--- src/arx_cfg.svh ---
// Constants of the dual line receiver block: offsets, fields, timing.
// Assumes a 100 MHz reference clock and a 32-bit classic Wishbone bus.
`ifndef ARX_CFG_SVH
`define ARX_CFG_SVH
// ==========================================
// Register byte offsets
`define ARX_ADR_CTRL     8'h00
`define ARX_ADR_LABEL    8'h04
`define ARX_ADR_STATUS   8'h08
`define ARX_ADR_IRQ_STAT 8'h0c
`define ARX_ADR_IRQ_MASK 8'h10
`define ARX_ADR_RX1_LO   8'h14
`define ARX_ADR_RX1_HI   8'h18
`define ARX_ADR_RX_STEP  8'h08
// ==========================================
// Control fields and reset values
`define ARX_CTL_W        11
`define ARX_CTL_FMT      0
`define ARX_CTL_LBL      1
`define ARX_CTL_DEC      3
`define ARX_CTL_SPD      9
`define ARX_CTL_RST      11'h000
`define ARX_LABEL_RST    16'h0000
`define ARX_MASK_RST     6'h00
`define ARX_FIFO_FULL    6'h20
`define ARX_FIFO_HALF    6'h10
// ==========================================
// Timing
`define ARX_REF_PERIOD_NS 10
`define ARX_SAMPLE_NS     1000
`define ARX_DIV_M1  7'((`ARX_SAMPLE_NS + `ARX_REF_PERIOD_NS - 1) / `ARX_REF_PERIOD_NS - 1)
`define ARX_SLOW_M1       3'h7
`define ARX_SPACE_MIN     4'h8
`define ARX_SPACE_MAX     4'hc
`define ARX_NULL_WIN      4'ha
`define ARX_GAP_M1        4'h9
`define ARX_GAP_COUNT_M1  2'h2
`define ARX_LAST_BIT      5'h1f
`endif

--- src/arx_pkg.sv ---
// Types shared by the dual line receiver block.
// Assumes nothing beyond a SystemVerilog compiler.
package arx_pkg;
  typedef enum logic [1:0] {
    ST_GAP   = 2'b00,
    ST_IDLE  = 2'b01,
    ST_NULL  = 2'b10,
    ST_SPACE = 2'b11
  } arx_rx_state_t;
endpackage

--- src/arx_fifo_mem.sv ---
// 32 x 32 word store for one receiver FIFO, registered read data.
// Assumes the caller keeps the pointers.
module arx_fifo_mem (
  input  wire logic        ref_clk_i,
  input  wire logic        we_i,
  input  wire logic [4:0]  waddr_i,
  input  wire logic [31:0] wdata_i,
  input  wire logic [4:0]  raddr_i,
  output logic      [31:0] rdata_o
);
  logic [31:0] mem [32];

  always_ff @(posedge ref_clk_i) begin
    if (we_i) begin
      mem[waddr_i] <= wdata_i;
    end
  end

  always_ff @(posedge ref_clk_i) begin
    rdata_o <= mem[raddr_i];
  end
endmodule

--- src/arx_line_decoder.sv ---
// Serial word assembly for one receiver from its comparator outputs.
// Assumes a one-cycle sample tick at 1 MHz; line inputs are asynchronous.
`include "arx_cfg.svh"
module arx_line_decoder
  import arx_pkg::*;
(
  input  wire logic        ref_clk_i,
  input  wire logic        srst_i,
  input  wire logic        sample_tick_i,
  input  wire logic        low_speed_i,
  input  wire logic        line_one_i,
  input  wire logic        line_zero_i,
  output logic             end_of_word_strobe_o,
  output logic             err_o,
  output logic      [31:0] word_o
);
  // ==========================================
  // Sampling
  logic [1:0]    one_sync;
  logic [1:0]    zero_sync;
  logic [2:0]    slow_cnt;
  logic [9:0]    one_sr;
  logic [9:0]    zero_sr;
  logic [9:0]    null_sr;
  logic          smp;
  logic          pulse_one;
  logic          pulse_any;
  logic          null3;
  logic          gap_null;
  logic          bad_level;
  arx_rx_state_t state;
  logic [3:0]    spc;
  logic [3:0]    next_spc;
  logic [4:0]    bits;
  logic [3:0]    gtick;
  logic [1:0]    gcnt;
  logic [31:0]   shreg;
  logic [31:0]   next_word;

  always_ff @(posedge ref_clk_i) begin
    if (srst_i) begin
      one_sync  <= 2'h0;
      zero_sync <= 2'h0;
      slow_cnt  <= 3'h0;
    end else begin
      one_sync  <= {one_sync[0], line_one_i};
      zero_sync <= {zero_sync[0], line_zero_i};
      if (sample_tick_i) begin
        slow_cnt <= slow_cnt + 3'h1;
      end
    end
  end

  // Low speed takes every eighth tick, so one window fits both rates
  assign smp = sample_tick_i && (!low_speed_i || slow_cnt == `ARX_SLOW_M1);

  always_ff @(posedge ref_clk_i) begin
    if (srst_i) begin
      one_sr  <= 10'h000;
      zero_sr <= 10'h000;
      null_sr <= 10'h000;
    end else if (smp) begin
      one_sr  <= {one_sr[8:0], one_sync[1]};
      zero_sr <= {zero_sr[8:0], zero_sync[1]};
      null_sr <= {null_sr[8:0], !one_sync[1] && !zero_sync[1]};
    end
  end

  assign pulse_one = one_sr[2:0] == 3'h7;
  assign pulse_any = pulse_one || zero_sr[2:0] == 3'h7;
  assign null3     = null_sr[2:0] == 3'h7;
  assign gap_null  = null3 && null_sr[9:7] == 3'h7;
  assign bad_level = one_sync[1] && zero_sync[1];
  assign next_spc  = spc + 4'h1;
  assign next_word = {pulse_one, shreg[31:1]};

  // ==========================================
  // Bit and gap sequencing
  always_ff @(posedge ref_clk_i) begin
    if (srst_i) begin
      state <= ST_GAP;
      spc   <= 4'h0;
      bits  <= 5'h0;
      gtick <= 4'h0;
      gcnt  <= 2'h0;
      shreg <= 32'h0;
      word_o <= 32'h0;
      end_of_word_strobe_o <= 1'b0;
      err_o <= 1'b0;
    end else begin
      end_of_word_strobe_o <= 1'b0;
      err_o <= 1'b0;
      if (smp) begin
        case (state)
          ST_GAP: begin
            if (gtick == `ARX_GAP_M1) begin
              gtick <= 4'h0;
              if (gap_null && gcnt == `ARX_GAP_COUNT_M1) begin
                gcnt  <= 2'h0;
                state <= ST_IDLE;
              end else if (gap_null) begin
                gcnt <= gcnt + 2'h1;
              end
            end else begin
              gtick <= gtick + 4'h1;
            end
          end
          ST_IDLE: begin
            if (pulse_any && !bad_level) begin
              shreg <= next_word;
              bits  <= 5'h1;
              spc   <= 4'h0;
              state <= ST_NULL;
            end
          end
          ST_NULL: begin
            spc <= next_spc;
            if (bad_level || next_spc >= `ARX_NULL_WIN) begin
              state <= ST_GAP;
              err_o <= 1'b1;
            end else if (null3) begin
              state <= ST_SPACE;
            end
          end
          default: begin
            spc <= next_spc;
            if (bad_level || next_spc > `ARX_SPACE_MAX ||
                (pulse_any && next_spc < `ARX_SPACE_MIN)) begin
              state <= ST_GAP;
              err_o <= 1'b1;
            end else if (pulse_any && bits == `ARX_LAST_BIT) begin
              word_o <= {~^next_word, next_word[30:0]};
              end_of_word_strobe_o <= 1'b1;
              state <= ST_GAP;
            end else if (pulse_any) begin
              shreg <= next_word;
              bits  <= bits + 5'h1;
              spc   <= 4'h0;
              state <= ST_NULL;
            end
          end
        endcase
        if (state != ST_GAP && state != ST_IDLE && (bad_level ||
            next_spc > `ARX_SPACE_MAX)) begin
          gtick <= 4'h0;
          gcnt  <= 2'h0;
        end
      end
    end
  end
endmodule

--- src/arx_dual_receiver.sv ---
// Receive logic of a dual serial avionics terminal with host register bus.
// Assumes classic Wishbone master on ref_clk_i; line inputs asynchronous.
//
// Notes on behaviour
// - Format clear: low half 13..9,31,30,parity,label; high half bits 29..14.
// - Format set: low half 16..9 and label; high half parity then 31..17.
// - Ten-bit sample registers; a level counts after three equal samples.
// - A data pulse must be followed by a Null within one bit time.
// - Gap Null needs three Nulls in both upper and lower sample bits.
// - Consecutive data bits start 8 to 12 samples apart.
// - Gap timer tests Null every 10 samples, three hits re-enable reception.
// - Stored bit 32 is a parity flag: 0 odd, 1 even.
// - End-of-word strobe after 32 valid bits starts filtering and loading.
// - Load only when label and bit 9/10 checks pass or are off.
// - Data ready low from first load until the high half of the last word is read, FIFO empty.
// - Each receiver answers only its own read enable (address here).
// - FIFO holds 32 words; full output low while all are occupied.
// - Word arriving at full FIFO overwrites the 32nd position.
// - Half-full output low while FIFO holds 16 or more words.
// - Status word shows ready, half-full, full inverted from the pins.
// - Label bits 0..7 compare with received bits 1..8, any format.
//
// Design decisions made here: the register addresses and the Wishbone slave port.
`include "arx_cfg.svh"
module arx_dual_receiver
  import arx_pkg::*;
(
  input  wire logic        ref_clk_i,
  input  wire logic        srst_i,
  input  wire logic        wb_cyc_i,
  input  wire logic        wb_stb_i,
  input  wire logic        wb_we_i,
  input  wire logic [7:0]  wb_adr_i,
  input  wire logic [3:0]  wb_sel_i,
  input  wire logic [31:0] wb_dat_i,
  output logic      [31:0] wb_dat_o,
  output logic             wb_ack_o,
  input  wire logic        rx1_line_one_i,
  input  wire logic        rx1_line_zero_i,
  input  wire logic        rx2_line_one_i,
  input  wire logic        rx2_line_zero_i,
  output logic             rx1_data_ready_n_o,
  output logic             rx2_data_ready_n_o,
  output logic             rx1_fifo_full_n_o,
  output logic             rx2_fifo_full_n_o,
  output logic             rx1_half_full_n_o,
  output logic             rx2_half_full_n_o,
  output logic             irq_o
);
  // ==========================================
  // Declarations
  logic [`ARX_CTL_W-1:0] ctrl;
  logic [15:0]           labels;
  logic [5:0]            irq_mask;
  logic [5:0]            irq_stat;
  logic [5:0]            next_irq_stat;
  logic [5:0]            irq_ev;
  logic [5:0]            status;
  logic [31:0]           next_rdata;
  logic [31:0]           wmask;
  logic [6:0]            tick_cnt;
  logic                  sample_tick;
  logic                  busy;
  logic                  bus_rd;
  logic                  bus_wr;
  logic                  fmt;
  logic [1:0]            line_one;
  logic [1:0]            line_zero;
  logic [1:0]            eow;
  logic [1:0]            err;
  logic [1:0]            accept;
  logic [1:0]            load;
  logic [1:0]            ovw;
  logic [1:0]            pop;
  logic [1:0]            dr_n;
  logic [1:0]            ff_n;
  logic [1:0]            hf_n;
  logic [31:0]           word [2];
  logic [31:0]           q [2];
  logic [4:0]            wptr [2];
  logic [4:0]            rptr [2];
  logic [5:0]            cnt [2];
  logic [5:0]            next_cnt [2];

  // Host half-word mapping of a stored word
  function automatic logic [15:0] arx_half(input logic [31:0] w,
                                           input logic fs,
                                           input logic hi);
    logic [15:0] r;
    r = 16'h0000;
    if (!fs && !hi) begin
      r = {w[12:8], w[30:29], w[31], w[7:0]};
    end else if (!fs) begin
      r = w[28:13];
    end else if (!hi) begin
      r = {w[15:8], w[7:0]};
    end else begin
      r = {w[31], w[30:16]};
    end
    return r;
  endfunction

  assign fmt       = ctrl[`ARX_CTL_FMT];
  assign line_one  = {rx2_line_one_i, rx1_line_one_i};
  assign line_zero = {rx2_line_zero_i, rx1_line_zero_i};

  // ==========================================
  // Sample tick, shared by both receivers
  always_ff @(posedge ref_clk_i) begin
    if (srst_i) begin
      tick_cnt    <= 7'h00;
      sample_tick <= 1'b0;
    end else begin
      sample_tick <= tick_cnt == `ARX_DIV_M1;
      tick_cnt    <= (tick_cnt == `ARX_DIV_M1) ? 7'h00 : tick_cnt + 7'h01;
    end
  end

  // ==========================================
  // Receivers and FIFOs
  genvar i;
  generate
    for (i = 0; i < 2; i++) begin : g_rx
      logic [4:0] waddr;

      arx_line_decoder u_dec (
        .ref_clk_i            (ref_clk_i),
        .srst_i               (srst_i),
        .sample_tick_i        (sample_tick),
        .low_speed_i          (ctrl[`ARX_CTL_SPD + i]),
        .line_one_i           (line_one[i]),
        .line_zero_i          (line_zero[i]),
        .end_of_word_strobe_o (eow[i]),
        .err_o                (err[i]),
        .word_o               (word[i])
      );

      assign accept[i] = (!ctrl[`ARX_CTL_LBL + i] ||
                          word[i][7:0] == labels[8*i +: 8]) &&
                         (!ctrl[`ARX_CTL_DEC + 3*i] ||
                          word[i][9:8] == {ctrl[`ARX_CTL_DEC + 3*i + 2],
                                           ctrl[`ARX_CTL_DEC + 3*i + 1]});
      assign load[i] = eow[i] && accept[i];
      assign ovw[i]  = load[i] && cnt[i] == `ARX_FIFO_FULL;
      // Only the high half pops; the low half may be reread freely
      assign pop[i]  = bus_rd && cnt[i] != 6'h00 &&
                       wb_adr_i == `ARX_ADR_RX1_HI + 8'(i) * `ARX_ADR_RX_STEP;
      // Full FIFO rewrites the newest slot instead of dropping the word
      assign waddr   = ovw[i] ? wptr[i] - 5'h01 : wptr[i];
      assign next_cnt[i] = cnt[i] + {5'h00, load[i] && !ovw[i]} - {5'h00, pop[i]};

      arx_fifo_mem u_mem (
        .ref_clk_i (ref_clk_i),
        .we_i      (load[i]),
        .waddr_i   (waddr),
        .wdata_i   (word[i]),
        .raddr_i   (rptr[i]),
        .rdata_o   (q[i])
      );

      always_ff @(posedge ref_clk_i) begin
        if (srst_i) begin
          wptr[i] <= 5'h00;
          rptr[i] <= 5'h00;
          cnt[i]  <= 6'h00;
        end else begin
          if (load[i] && !ovw[i]) begin
            wptr[i] <= wptr[i] + 5'h01;
          end
          if (pop[i]) begin
            rptr[i] <= rptr[i] + 5'h01;
          end
          cnt[i] <= next_cnt[i];
        end
      end

      always_ff @(posedge ref_clk_i) begin
        if (srst_i) begin
          dr_n[i] <= 1'b1;
          ff_n[i] <= 1'b1;
          hf_n[i] <= 1'b1;
        end else begin
          dr_n[i] <= next_cnt[i] == 6'h00;
          ff_n[i] <= next_cnt[i] != `ARX_FIFO_FULL;
          hf_n[i] <= next_cnt[i] < `ARX_FIFO_HALF;
        end
      end

    end
  endgenerate

  assign rx1_data_ready_n_o = dr_n[0];
  assign rx2_data_ready_n_o = dr_n[1];
  assign rx1_fifo_full_n_o  = ff_n[0];
  assign rx2_fifo_full_n_o  = ff_n[1];
  assign rx1_half_full_n_o  = hf_n[0];
  assign rx2_half_full_n_o  = hf_n[1];

  // Status bits mirror the pin flops so both views always agree
  assign status = {~ff_n[1], ~hf_n[1], ~dr_n[1],
                   ~ff_n[0], ~hf_n[0], ~dr_n[0]};

  // ==========================================
  // Wishbone slave
  // Two wait states: register the request, decode in the busy cycle, answer on the next edge
  assign bus_rd = busy && !wb_we_i;
  assign bus_wr = busy && wb_we_i;
  assign wmask  = {{8{wb_sel_i[3]}}, {8{wb_sel_i[2]}},
                   {8{wb_sel_i[1]}}, {8{wb_sel_i[0]}}};

  always_ff @(posedge ref_clk_i) begin
    if (srst_i) begin
      busy     <= 1'b0;
      wb_ack_o <= 1'b0;
    end else begin
      busy     <= wb_cyc_i && wb_stb_i && !busy && !wb_ack_o;
      wb_ack_o <= busy;
    end
  end

  always_comb begin
    next_rdata = 32'h0000_0000;
    if (wb_adr_i == `ARX_ADR_CTRL) begin
      next_rdata = {21'h0, ctrl};
    end else if (wb_adr_i == `ARX_ADR_LABEL) begin
      next_rdata = {16'h0000, labels};
    end else if (wb_adr_i == `ARX_ADR_STATUS) begin
      next_rdata = {26'h0, status};
    end else if (wb_adr_i == `ARX_ADR_IRQ_STAT) begin
      next_rdata = {26'h0, irq_stat};
    end else if (wb_adr_i == `ARX_ADR_IRQ_MASK) begin
      next_rdata = {26'h0, irq_mask};
    end else if (wb_adr_i == `ARX_ADR_RX1_LO) begin
      next_rdata = {16'h0000, arx_half(q[0], fmt, 1'b0)};
    end else if (wb_adr_i == `ARX_ADR_RX1_HI) begin
      next_rdata = {16'h0000, arx_half(q[0], fmt, 1'b1)};
    end else if (wb_adr_i == `ARX_ADR_RX1_LO + `ARX_ADR_RX_STEP) begin
      next_rdata = {16'h0000, arx_half(q[1], fmt, 1'b0)};
    end else if (wb_adr_i == `ARX_ADR_RX1_HI + `ARX_ADR_RX_STEP) begin
      next_rdata = {16'h0000, arx_half(q[1], fmt, 1'b1)};
    end
  end

  always_ff @(posedge ref_clk_i) begin
    if (srst_i) begin
      wb_dat_o <= 32'h0000_0000;
    end else if (bus_rd) begin
      wb_dat_o <= next_rdata;
    end
  end

  always_ff @(posedge ref_clk_i) begin
    if (srst_i) begin
      ctrl     <= `ARX_CTL_RST;
      labels   <= `ARX_LABEL_RST;
      irq_mask <= `ARX_MASK_RST;
    end else if (bus_wr) begin
      if (wb_adr_i == `ARX_ADR_CTRL) begin
        ctrl <= (ctrl & ~wmask[`ARX_CTL_W-1:0]) | (wb_dat_i[`ARX_CTL_W-1:0] &
                wmask[`ARX_CTL_W-1:0]);
      end else if (wb_adr_i == `ARX_ADR_LABEL) begin
        labels <= (labels & ~wmask[15:0]) | (wb_dat_i[15:0] & wmask[15:0]);
      end else if (wb_adr_i == `ARX_ADR_IRQ_MASK) begin
        irq_mask <= (irq_mask & ~wmask[5:0]) | (wb_dat_i[5:0] & wmask[5:0]);
      end
    end
  end

  // ==========================================
  // Interrupts
  // A new event in the clearing read's cycle stays set
  assign irq_ev = {err, ovw, load};
  assign next_irq_stat = ((bus_rd && wb_adr_i == `ARX_ADR_IRQ_STAT) ?
                          6'h00 : irq_stat) | irq_ev;

  always_ff @(posedge ref_clk_i) begin
    if (srst_i) begin
      irq_stat <= 6'h00;
      irq_o    <= 1'b0;
    end else begin
      irq_stat <= next_irq_stat;
      irq_o    <= |(next_irq_stat & irq_mask);
    end
  end
endmodule

--- config.mk ---
export PLATFORM = sky130hd
export DESIGN_NAME = arx_dual_receiver
export DESIGN_NICKNAME = d
export VERILOG_FILES = /design/src/arx_pkg.sv /design/src/arx_fifo_mem.sv /design/src/arx_line_decoder.sv /design/src/arx_dual_receiver.sv
export VERILOG_INCLUDE_DIRS = /design/src
export SDC_FILE = /design/constraint.sdc
export NUM_CORES = 2
export LEC_CHECK = 0
export ABC_CLOCK_PERIOD_IN_PS = 6200
export BUFFER_PORTS_ARGS = -buffer_cell sky130_fd_sc_hd__buf_4
export CAP_MARGIN = 20
export CORE_MARGIN = 3
export CORE_UTILIZATION = 30
export CTS_BUF_LIST = sky130_fd_sc_hd__clkbuf_8 sky130_fd_sc_hd__clkbuf_16
export DETAILED_ROUTE_END_ITERATION = 6
export GPL_ROUTABILITY_DRIVEN = 0
export PLACE_DENSITY_LB_ADDON = 0.2
export RECOVER_POWER = 100
export SLEW_MARGIN = 10
export SYNTH_ARGS = -nofsm -noshare
export SYNTH_HDL_FRONTEND = slang
export SYNTH_HIERARCHICAL = 1
export SYNTH_SLANG_ARGS = --single-unit
--- constraint.sdc ---
create_clock -name ref_clk_i -period 6.2 [get_ports ref_clk_i]
set_clock_uncertainty 0.05 [all_clocks]
set_input_delay 0.93 -clock ref_clk_i [delete_from_list [all_inputs] [get_ports ref_clk_i]]
set_output_delay 0.93 -clock ref_clk_i [all_outputs]
set_load 0.05 [all_outputs]
==> results.md <==
* Global-route usage over all layers at between 10% and 20%
* WP data required at about 6.7 ns
* Switching share of power at around a fifth
* Post-Synthesis Cells at approximately 6.4k
* Post-CTS Setup Repair Bufs at 0
* Slew Limit Headroom at -174%
* Worst VDD drop at around 0.21 mV
* Largest family of logic cells by synthesized area: multiplexers
* Clock power share at between 40% and 50%
* Worst setup path start: rptr[1][2]
* Crit-path max FO at 26
* Synth Area in Simple Gates at between 5 and 6%
* Register share of total power at roughly half
* RSZ-0062 raised after global routing: no
* Worst reg-to-reg path cell count at 6
* Cell variety after synth at 90
* Vias in the first global route at approximately 54k
* CTS buffer count at about 270
* P_int at ~27 mW
* Max Cap Viol at 60
* Total wire length at between 200000 and 300000 µm
* Fraction of synthesized area in multiplexers at a little under an eighth
* Clock Tree Buf Depth at 4
* Synthesized cell area at roughly 0.097 mm²
* Reg-to-reg startpoint: rptr[1][2]
* TritonCTS clock tree: built
* Routed len/inst at 24.7 µm
* Synth Area in Compound Gates at between 6 and 7%
* DP Worst Slack at 1.29 ns
* Critical path arrival at about 6 ns
* Outcome: finished with violations
* Final hold vios at 0
* Inst Count DP at around 11k
* Die W at between 500 and 600 µm
* Die ar. at roughly 0.33 mm²
* FFs w/ async S/R, synth at 0%
* DRC viols at 0
* Reg2reg setup slack at about 0.75 ns
* Final ANT Viol Nets at 0
* Pin count of the biggest net entering global routing at 170
* Max frequency at 183 MHz
* Clk pin slew, worst setup/hold paths at 0.06 ns
* Initial antenna violation count at 14
* Detail Placement HPWL at 168000 µm
* I/O pins at 93
* Ys flop type: edfxtp_1
* Min Tclk post-route at roughly 5.5 ns
* Starting DRT DRC Count at between 4k and 5k
* Seq/Total Area, Yosys at a little under three quarters
* Switch Pwr at between 7 and 8 mW
* Leakage at ~37 nW
* Fin worst setup slack at 0.746 ns
* Tot Pwr at roughly 34 mW
* Max-slew violations at about 2.2k
* Overflow after GRT at 0
* Vias per inst at between 4 and 5
* Latest clock arrival within the worst-skew pair at between 0.8 and 0.9 ns
* Cells resized by post-CTS repair at 0
* Flops & latches, synth at between 2k and 2.5k
* Total negative slack at 0 ns
* Final-report setup violation count at 0
* Xor/xnor share of the synthesized area at roughly 1.1%
* CTS sink count at ~2.4k
* Global-route wire length before repair at between 300000 and 400000 µm
* Ys Warns at 6
* Routed via count at around 54k
* FILL cells at ~31k
* CP Class: flop to flop
* Worst Max-Slew Pin Slew at ~4.1 ns
* Initial core utilization at 30.3%
* Crit start category: flop
* CORE AREA at 0.319 mm²
* Die height at approximately 570 µm
* Root buffer cell: clkbuf_16
* H-Tree Depth at 5
* Power Dens Cells at around 310 mW/mm²
* Failing checks: capacitance limit, slew limit
* Proportion of layout cells with a drive suffix above 1 at approximately a tenth
* Final Cycle Share at between 80% and 90%
* Port bufs at between 50 and 60
* Final std cells w/o fill at 11.1k
* Num rows at ~210
* Post-synth EDFFs at just over 2k
* Critical R2R Capture: g_rx[1].u_mem/rdata_o[30]
* Hold Path Sink: g_rx[0].u_dec/one_sync[0]
* Worst hold start: rx1_line_one_i
* Post-CTS Hold Buffers at 0
* DR pass1 iterations at 7
* Area share of fa/ha/maj cells after synthesis at less than 1%
* Comb pwr share at 2.8%
* Post-layout nets at roughly 6.7k
* Mean area per synthesized cell at roughly 15 µm²
* Worst hold path depth at 2
* Hold crit path type: primary input to flop
* CP endpoint kind: flop
* Synth-to-Final Area Change at 15.0%
## layout make-up
class	instances	area [µm²]	area share (%)
Inverter	51	191	0.172
Antenna cell	6	15.0	0.0135
Clock inverter	195	1400	1.26
Clock buffer	290	7170	6.45
Timing Repair Buffer	266	2130	1.92
Tap cell	4284	5360	4.82
Sequential cell	2426	69300	62.3
Multi-Input combinational cell	3532	25600	23.1
## synthesized netlist by cell type (all sizes together), types with 51 or more instances
cell	number	area [µm²]
inv	51	191
xnor2	76	666
a31oi	73	457
edfxtp	2068	62100
nor2	215	822
nand2	443	1680
a21oi	422	2120
dfxtp	358	7170
o21ai	107	547
mux2i	1106	11100
clkbuf	176	678
buf	215	1490
nand3	289	1450
a22o	128	1120
nor3	84	420
a22oi	201	1510
## cell usage in the layout (no fill, tap or decap), types with 19 or more instances in the layout
master     count
edfxtp_1    2068
mux2i_1     1106
nand2_1      439
a21oi_1      420
dfxtp_1      357
nand3_1      289
clkbuf_16    282
a22oi_1      201
buf_4        147
nor2_1       146
a22o_1       128
inv_1        116
o21ai_0       85
nor3_1        84
xnor2_1       76
a31oi_1       73
clkbuf_1      71
nor2_4        58
clkinv_1      51
ha_1          49
xor2_1        43
clkinv_2      39
nor2b_1       32
buf_12        28
and3_1        20
o21ai_1       19
## logic make-up (layout without fill, tap and decap cells)
group	count (synthesis)	in the layout
and+or+nand+nor	1202	1202
DFF	2426	2426
xor gates and xnor gates	121	121
AOI/OAI and AO/OA	1031	1031
muxes	1111	1111
other	1	22
buffers and inverters	442	802
adders and majority gates	51	51
## sequential cells by signal, summed over array words and instances (netlist names), 12 cells and up, named ones only
name,flops
cnt,12
wb_dat_o,16
g_rx.u_dec/shreg,62
g_rx.u_mem/rdata_o,64
g_rx.u_dec/null_sr,20
g_rx.u_mem/mem,2048
g_rx.u_dec/word_o,64
## how the worst max path moves through the flow
stage,endpoint,cells past startpoint
floorplan,g_rx[1].u_mem/mem[17][0],8
global placement,g_rx[1].u_mem/mem[3][23],11
detailed placement,g_rx[1].u_mem/mem[19][17],11
CTS,g_rx[1].u_mem/mem[19][8],11
global route,g_rx[0].u_mem/mem[13][21],10
finish,g_rx[1].u_mem/rdata_o[30],6
## layer usage
layer | global-route usage (%) | wire length (µm) | share of wire [%] | up-vias
met5 | 0 | 0 | 0 | -
met4 | 5.03 | 8840 | 3.2 | 0
met3 | 1.74 | 9460 | 3.5 | 370
met2 | 27.8 | 136000 | 50 | 1100
met1 | 21.2 | 118000 | 43 | 27800
li1 | - | - | - | 24800
## through the flow
| stage | hold slack, ns | util [%] | cell area, µm² |
|---|---|---|---|
| floorplan | 0.363 | - | 96800 |
| global placement | 0.357 | 32.2 | 103000 |
| detailed placement | 0.364 | 32.2 | 103000 |
| CTS | 0.195 | 34.9 | 112000 |
| global route | 0.219 | 34.8 | 111000 |
| finish | 0.255 | 34.8 | 111000 |
## power by group through the flow
stage	Sequential [mW]	Combinational, mW	Clock (mW)
final	17.6	0.944	15.5
after global routing	17.5	1.00	16.6
after CTS	17.6	0.959	15.9
after detailed placement	17.9	0.956	0
after global placement	17.9	0.957	0
after floorplan	17.9	0.608	0
## critical path, cell delays in order, from the launching register on
cell,delay (ns)
edfxtp_1,0.56
nor2b_1,2.32
clkbuf_1,0.79
a22o_1,0.26
nor3_1,0.07
a31oi_1,0.55
nand3_1,0.51
Power figures use the tool's default switching activity.
